`config.mk`:
```
export PLATFORM = sky130hd
export DESIGN_NAME = io_pin_function_select
export DESIGN_NICKNAME = d
export VERILOG_FILES = /design/src/design/pin_role_resolve.v /design/src/design/io_pin_function_select.v
export VERILOG_INCLUDE_DIRS = /design/src /design/src/include
export SDC_FILE = /design/constraint.sdc
export NUM_CORES = 1
export LEC_CHECK = 0
export ABC_CLOCK_PERIOD_IN_PS = 1250
export BUFFER_PORTS_ARGS = -buffer_cell sky130_fd_sc_hd__buf_4
export CAP_MARGIN = 25
export CELL_PAD_IN_SITES_DETAIL_PLACEMENT = 0
export CELL_PAD_IN_SITES_GLOBAL_PLACEMENT = 1
export CORE_ASPECT_RATIO = 0.75
export CORE_MARGIN = 10
export CORE_UTILIZATION = 39
export CTS_CLUSTER_SIZE = 40
export DETAILED_ROUTE_END_ITERATION = 16
export HOLD_SLACK_MARGIN = 0.06
export MAX_ROUTING_LAYER = met4
export PLACE_DENSITY = 0.83
export SLEW_MARGIN = 20
export SYNTH_ARGS = -nofsm -noshare
export SYNTH_HDL_FRONTEND = slang
export SYNTH_HIERARCHICAL = 1
export SYNTH_SLANG_ARGS = --single-unit
```
`constraint.sdc`:
```
create_clock -name sys_clk -period 1.25 [get_ports sys_clk]
set_input_delay 0.1875 -clock sys_clk [delete_from_list [all_inputs] [get_ports sys_clk]]
set_output_delay 0.1875 -clock sys_clk [all_outputs]
set_load 0.01 [all_outputs]
```
`src/include/pin_mux_defines.vh`:
```
// constants for the shared i/o pin function selection block
`ifndef PIN_MUX_DEFINES_VH
`define PIN_MUX_DEFINES_VH

// ****************************************************************
// geometry
// ****************************************************************
`define PIN_COUNT        8
`define REG_WIDTH        16
`define ADDR_WIDTH       4

// ****************************************************************
// register pointers
// ****************************************************************
`define PTR_GENERAL_CTRL 4'h3
`define PTR_ANALOG_IN    4'h4
`define PTR_ANALOG_OUT   4'h5
`define PTR_PULLDOWN     4'h6
`define PTR_PIN_STATUS   4'h8
`define PTR_PIN_CONFLICT 4'h9

// ****************************************************************
// reset values of the stored fields
// ****************************************************************
`define RST_ANALOG_IN    8'h00
`define RST_ANALOG_OUT   8'h00
`define RST_PULLDOWN     8'hff
`define RST_GEN_CTRL     6'h00
`define RST_CONFLICT     8'h00

// ****************************************************************
// field positions
// ****************************************************************
`define PIN_FIELD_HI     7
`define PIN_FIELD_LO     0
`define GC_FIELD_HI      9
`define GC_FIELD_LO      4
`define GC_LOCK_BIT      7
`define RESERVED_ZERO    16'h0000

`endif

```
`src/design/pin_role_resolve.v`:
```
// per-pin role arbitration with registered pin controls
`timescale 1ns/1ps

`include "pin_mux_defines.vh"

module pin_role_resolve (
  input  wire       sys_clk,
  input  wire       rst,
  input  wire [7:0] sel_analog_in,
  input  wire [7:0] sel_analog_out,
  input  wire [7:0] sel_pulldown,
  output reg  [7:0] analog_in_en_r,
  output reg  [7:0] analog_out_en_r,
  output reg  [7:0] pulldown_en_r,
  output reg  [7:0] conflict_r
);

  // ****************************************************************
  // fixed priority: analog output, then analog input, then pull-down
  // ****************************************************************
  // the output driver wins so a pin is never driven while also being
  // loaded by the input mux or the pull-down
  wire [7:0] out_nxt;
  wire [7:0] in_nxt;
  wire [7:0] pd_nxt;
  wire [7:0] conflict_nxt;

  assign out_nxt      = sel_analog_out;
  assign in_nxt       = sel_analog_in & ~sel_analog_out;
  assign pd_nxt       = sel_pulldown & ~sel_analog_in
                        & ~sel_analog_out;
  assign conflict_nxt = (sel_analog_out & sel_analog_in)
                        | (sel_analog_out & sel_pulldown)
                        | (sel_analog_in & sel_pulldown);

  // ****************************************************************
  // registered pin controls
  // ****************************************************************
  always @(posedge sys_clk or posedge rst) begin
    if (rst) begin
      analog_in_en_r  <= `RST_ANALOG_IN;
      analog_out_en_r <= `RST_ANALOG_OUT;
      pulldown_en_r   <= `RST_PULLDOWN;
      conflict_r      <= `RST_CONFLICT;
    end else begin
      analog_in_en_r  <= in_nxt;
      analog_out_en_r <= out_nxt;
      pulldown_en_r   <= pd_nxt;
      conflict_r      <= conflict_nxt;
    end
  end

endmodule

```
`src/design/io_pin_function_select.v`:
```
// pin configuration registers and role selection for eight shared pins
`timescale 1ns/1ps

`include "pin_mux_defines.vh"

module io_pin_function_select (
  input  wire        sys_clk,
  input  wire        rst,
  input  wire        reg_wr_en,
  input  wire        reg_rd_en,
  input  wire [3:0]  reg_addr,
  input  wire [15:0] reg_wdata,
  output reg  [15:0] reg_rdata_r,
  output reg         reg_rd_valid_r,
  output reg         reg_wr_refused_r,
  output reg         reg_addr_err_r,
  output wire [7:0]  analog_input_pin_bit,
  output wire [7:0]  analog_output_pin_bit,
  output wire [7:0]  pin_pulldown_bit,
  output wire [7:0]  pin_conflict
);

  // ****************************************************************
  // helpers
  // ****************************************************************
  // place a stored pin field in the low byte, upper byte reads zero
  function [15:0] pin_word;
    input [7:0] field;
    begin
      pin_word = `RESERVED_ZERO;
      pin_word[`PIN_FIELD_HI:`PIN_FIELD_LO] = field;
    end
  endfunction

  // two resolved arbiter bytes side by side for the read-only status words
  function [15:0] pair_word;
    input [7:0] hi;
    input [7:0] lo;
    begin
      pair_word = {hi, lo};
    end
  endfunction

  // pointer decode shared by the write and read paths
  function is_pin_cfg;
    input [3:0] addr;
    begin
      is_pin_cfg = (addr == `PTR_ANALOG_IN)
                   || (addr == `PTR_ANALOG_OUT)
                   || (addr == `PTR_PULLDOWN);
    end
  endfunction

  function is_mapped;
    input [3:0] addr;
    begin
      is_mapped = is_pin_cfg(addr)
                  || (addr == `PTR_GENERAL_CTRL)
                  || (addr == `PTR_PIN_STATUS)
                  || (addr == `PTR_PIN_CONFLICT);
    end
  endfunction

  // ****************************************************************
  // stored configuration
  // ****************************************************************
  reg  [7:0]  analog_in_sel_r;
  reg  [7:0]  analog_in_sel_nxt;
  reg  [7:0]  analog_out_sel_r;
  reg  [7:0]  analog_out_sel_nxt;
  reg  [7:0]  pulldown_sel_r;
  reg  [7:0]  pulldown_sel_nxt;
  reg  [5:0]  gen_ctrl_r;
  reg  [5:0]  gen_ctrl_nxt;
  wire        cfg_locked;
  wire        pin_cfg_hit;
  wire        cfg_write;
  wire        ctrl_write;

  // lock bit sits at bit 7 of general control, stored from bit 4 up;
  // it is read from the stored field, so a write that sets it only
  // guards the accesses that follow
  assign cfg_locked  = gen_ctrl_r[`GC_LOCK_BIT - `GC_FIELD_LO];
  assign pin_cfg_hit = reg_wr_en && is_pin_cfg(reg_addr);
  // the lock wins over a pin word write: the word keeps its value and
  // the refusal is reported on the answer port instead
  assign cfg_write   = pin_cfg_hit && !cfg_locked;
  assign ctrl_write  = reg_wr_en && (reg_addr == `PTR_GENERAL_CTRL);

  always @* begin
    analog_in_sel_nxt  = analog_in_sel_r;
    analog_out_sel_nxt = analog_out_sel_r;
    pulldown_sel_nxt   = pulldown_sel_r;
    gen_ctrl_nxt       = gen_ctrl_r;
    if (cfg_write) begin
      case (reg_addr)
        `PTR_ANALOG_IN: begin
          // only the low byte is stored, upper bits are dropped
          analog_in_sel_nxt  =
            reg_wdata[`PIN_FIELD_HI:`PIN_FIELD_LO];
        end
        `PTR_ANALOG_OUT: begin
          analog_out_sel_nxt =
            reg_wdata[`PIN_FIELD_HI:`PIN_FIELD_LO];
        end
        `PTR_PULLDOWN: begin
          pulldown_sel_nxt   =
            reg_wdata[`PIN_FIELD_HI:`PIN_FIELD_LO];
        end
        default: begin
          // unreachable: cfg_write only fires for the three pin words
          analog_in_sel_nxt = analog_in_sel_r;
        end
      endcase
    end
    // the lock bit itself stays writable so software can release it
    if (ctrl_write) begin
      gen_ctrl_nxt = reg_wdata[`GC_FIELD_HI:`GC_FIELD_LO];
    end
  end

  always @(posedge sys_clk or posedge rst) begin
    if (rst) begin
      analog_in_sel_r  <= `RST_ANALOG_IN;
      analog_out_sel_r <= `RST_ANALOG_OUT;
      pulldown_sel_r   <= `RST_PULLDOWN;
      gen_ctrl_r       <= `RST_GEN_CTRL;
    end else begin
      analog_in_sel_r  <= analog_in_sel_nxt;
      analog_out_sel_r <= analog_out_sel_nxt;
      pulldown_sel_r   <= pulldown_sel_nxt;
      gen_ctrl_r       <= gen_ctrl_nxt;
    end
  end

  // ****************************************************************
  // pin role resolution
  // ****************************************************************
  // a zero select bit simply contributes nothing to the arbiter, so
  // the pin falls through to whatever the other words ask for
  // the arbiter registers its result, so a pin changes role one edge
  // after its select word is written
  pin_role_resolve u_resolve (
    .sys_clk         (sys_clk),
    .rst             (rst),
    .sel_analog_in   (analog_in_sel_r),
    .sel_analog_out  (analog_out_sel_r),
    .sel_pulldown    (pulldown_sel_r),
    .analog_in_en_r  (analog_input_pin_bit),
    .analog_out_en_r (analog_output_pin_bit),
    .pulldown_en_r   (pin_pulldown_bit),
    .conflict_r      (pin_conflict)
  );

  // ****************************************************************
  // read path
  // ****************************************************************
  reg  [15:0] rd_word;
  reg  [15:0] gc_word;

  always @* begin
    // only the stored control field reads back, the rest reads zero
    gc_word = `RESERVED_ZERO;
    gc_word[`GC_FIELD_HI:`GC_FIELD_LO] = gen_ctrl_r;
    case (reg_addr)
      `PTR_ANALOG_IN: begin
        rd_word = pin_word(analog_in_sel_r);
      end
      `PTR_ANALOG_OUT: begin
        rd_word = pin_word(analog_out_sel_r);
      end
      `PTR_PULLDOWN: begin
        rd_word = pin_word(pulldown_sel_r);
      end
      `PTR_GENERAL_CTRL: begin
        rd_word = gc_word;
      end
      `PTR_PIN_STATUS: begin
        // roles as actually applied: output role high, input role low;
        // these trail a select write by the arbiter's extra edge
        rd_word = pair_word(analog_output_pin_bit, analog_input_pin_bit);
      end
      `PTR_PIN_CONFLICT: begin
        rd_word = pair_word(pin_pulldown_bit, pin_conflict);
      end
      default: begin
        rd_word = `RESERVED_ZERO;
      end
    endcase
  end

  // ****************************************************************
  // access answers
  // ****************************************************************
  // reads answer one edge after the request; a read in the same cycle
  // as a write returns the value from before that write
  always @(posedge sys_clk or posedge rst) begin
    if (rst) begin
      reg_rdata_r      <= `RESERVED_ZERO;
      reg_rd_valid_r   <= 1'b0;
      reg_wr_refused_r <= 1'b0;
      reg_addr_err_r   <= 1'b0;
    end else begin
      reg_rd_valid_r   <= reg_rd_en;
      if (reg_rd_en) begin
        reg_rdata_r <= rd_word;
      end
      reg_wr_refused_r <= pin_cfg_hit && cfg_locked;
      // an unmapped read is still answered, with a zero word
      reg_addr_err_r   <= (reg_wr_en || reg_rd_en)
                          && !is_mapped(reg_addr);
    end
  end

endmodule

```
==> results.yml <==
drt:
  avgRoutedWirePerCell_um: 19.3
  vias_per_cell: 5.21
  drt-total-wl_um: 9140
  vias: 2470
  ant_nets: 0
  dr.pass1.iters: 4
  drtIter0Drc: 201
  drcViolationCount: 0
final_layout:
  layout-drive-gt1-share_pct: 49.5
  num-nets-final: 385
  final_common_cell: "buf_4"
  fin_cells: 474
  n_antenna_cell: 0
  final_cell_mix: "96 x buf_4, 65 x dfrtp_1, 18 x mux2_1, 16 x dfstp_2"
  final_core_util_pct: 55.8
  fill_cells: 702
  area_delta_synth_final_pct: 38.3
logic_synthesis:
  synth_area_leader_cell: "dfrtp_1"
  postSynth.asyncResetShare_pct: 100
  ys_types: 44
  synth-seq-cells: 81
  ys_top_cells_by_area: "dfrtp_1 47%, dfstp_2 12%, mux2_1 10%"
  ys.flop_type: "dfrtp_1"
  synth_area_per_cell_um2: 13.4
  yosys_warnings: 6
  synth_edf_count: 0
  syn-num-nets: 280
  yosysTopAreaCellShare_pct: 47.3
  ys_seq_area_share_pct: 59.5
  syn_area_mm2: 0.00344
  postSynthCellCount: 256
outcome:
  violations: "setup timing"
  outcome: "finished with violations"
power:
  leakagePower_uw: 0.00226
  vdd_drop_max_uv: 937
  design_power_total_uw: 8220
  power.density_mw_per_mm2: 1730
clock_network:
  numCtsBuffers: 9
  cts_root_buf: "clkbuf_16"
  clk_path_buf_depth: 2
  htree_levels: 3
  cts_tree: "yes"
  clkLatencyLatePin_ns: 0.33
  clk_pin_slew_ns: 0.06
  cts_sinks: 81
min_path:
  hp-class: "in2reg"
flow_run:
  maxCapViolCount: 0
sta:
  setup_slack_ns: -0.108
  slew-limit-headroom_pct: 67.5
  drv_slew: 0
  fin_skew_ns: 0.00581
  max_freq_mhz: 736
  period_needed_ns: 1.36
  fin_crit_sh_pct: 109
  hold_viol: 0
  rsz0062_at_grt: "yes"
  hold_ws_ns: 0.0661
  tightestPinTransition_ns: 0.486
  setup_tns_ns: -1.75
  setup_violations: 24
worst_setup_path:
  crit_type: "reg2reg"
  critPathCaptureType: "flop"
  cp-start-kind: "flop"
  cp_max_fo: 5
  cpPeakStageDelay_ns: 0.39
  worst_path_max_delay_cell: "dfrtp_1"
  arrival_ns: 1.57
  cp.required_ns: 1.47
  crit_chain: "and3b_2, nand2_4, buf_12, mux2_4"
floorplan:
  die_y_um: 101
  dieWidth_um: 128
  dieArea_mm2: 0.0130
  initial_core_util_pct: 40.4
  rows: 29
  coreArea_mm2: 0.00853
  pin_count: 75
placed_design:
  numPortBuffers: 68
  place_inst: 457
  hpwlAfterDp_um: 6660
  place_congestion: 0.835
global_routing:
  grt_antenna_before_repair: 0
  grt_pass1_vias: 2586
  grt_pass1_wl_um: 14400
  grtUsageTotal_pct: 14.5
  grt_overflow: 0
  grt_start_max_net_pins: 33
==> metrics by stage <==
step / cell area (um2) / setup slack, ns
3_5_place_dp: 4350 / -0.247
3_3_place_gp: 4350 / -0.180
5_1_grt: 4760 / -0.142
4_1_cts: 4750 / -0.0911
2_1_floorplan: 3450 / -0.00721
6_report: 4760 / -0.108
==> worst max-delay path: cells and delay by family (launching register included) <==
kind	cells	cell delay, ns
simple gates	2	0.42
mux	1	0.29
buf+inv	1	0.15
flops	1	0.39
==> layer usage <==
layer / up-vias / GRT usage (%) / wire [um] / part of all wire [%]
met5: - / - / 0 / 0
met4: 0 / 3.20 / 80 / 0.88
met3: 8 / 5.38 / 648 / 7.1
met2: 70 / 22.1 / 4300 / 47
met1: 1249 / 18.1 / 4110 / 45
li1: 1143 / - / - / -
==> synth_stat cells, types with 2 or more instances <==
cell type and number:
buf_4 2, buf_6 2, a22o_1 8, a21oi_1 5
and3b_1 2, mux2i_1 8, mux2_1 31, dfrtp_1 65
o21ai_0 2, maj3_2 8, nand2_1 2, nor2_1 8
mux2_2 5, a221oi_1 3, nand3_1 6, nand2_2 5
dfstp_2 16, and2b_2 7, o21ai_1 4, a2bb2oi_1 3
o22ai_1 7, inv_1 14, clkbuf_1 3, nor3b_1 8
nor2b_1 8, buf_2 2, a32oi_1 5
==> logic make-up (layout without fill, tap and decap cells) <==
kind of cell | count (synthesis) | after routing | synth area share [%]
and+or+nand+nor | 55 | 55 | 10.9
adders and majority gates | 8 | 8 | 2.62
AOI/OAI and AO/OA | 44 | 44 | 9.56
DFF | 81 | 81 | 59.5
buffers and inverters | 24 | 134 | 3.34
muxes | 44 | 44 | 14.1
==> registers in the layout, indices dropped and copies added, names as in the netlist, 6 cells and up <==
register and flops:
u_resolve/conflict_r 8, reg_rdata_r 16, u_resolve/pulldown_en_r 8, u_resolve/analog_out_en_r 8
gen_ctrl_r 6, pulldown_sel_r 8, analog_in_sel_r 8, analog_out_sel_r 8
u_resolve/analog_in_en_r 8
==> final timing paths <==
kind | startpoint | endpoint | slack, ns | cells past startpoint
setup reg to reg | gen_ctrl_r[3] | analog_out_sel_r[0] | -0.11 | 4
hold reg to reg | analog_in_sel_r[2] | u_resolve/pulldown_en_r[2] | 0.48 | 1
setup / recovery | gen_ctrl_r[3] | analog_out_sel_r[0] | -0.11 | 4
hold / removal | reg_wdata[8] | gen_ctrl_r[4] | 0.07 | 2
min in group asynchronous | rst | reg_rdata_r[7] | 0.40 | 3
max in group asynchronous | rst | pulldown_sel_r[0] | 0.36 | 4
==> layout make-up <==
| type | instances | area, um2 | area share [%] |
|---|---|---|---|
| clock buffers | 12 | 246 | 5.18 |
| repair buffers | 104 | 853 | 17.9 |
| inverters | 14 | 56.3 | 1.18 |
| clock inverters | 4 | 76.3 | 1.60 |
| well taps | 108 | 135 | 2.84 |
| flip-flops and latches | 81 | 2050 | 43.0 |
| multi-input cells | 151 | 1350 | 28.3 |
==> timing repair <==
item                       CTS  global route
setup endpoints to repair   24            25
buffers inserted             0             0
resized for setup           18             1
hold endpoints to repair    36             0
hold buffers                 1             0
pin swaps                    1             0
==> report_power, final <==
group	total, uW	internal, uW	switching [uW]
combinational	1790	1030	752
sequential	3630	3220	409
clock	2800	1810	995
Note: power is estimated with default switching activity, not from simulation.
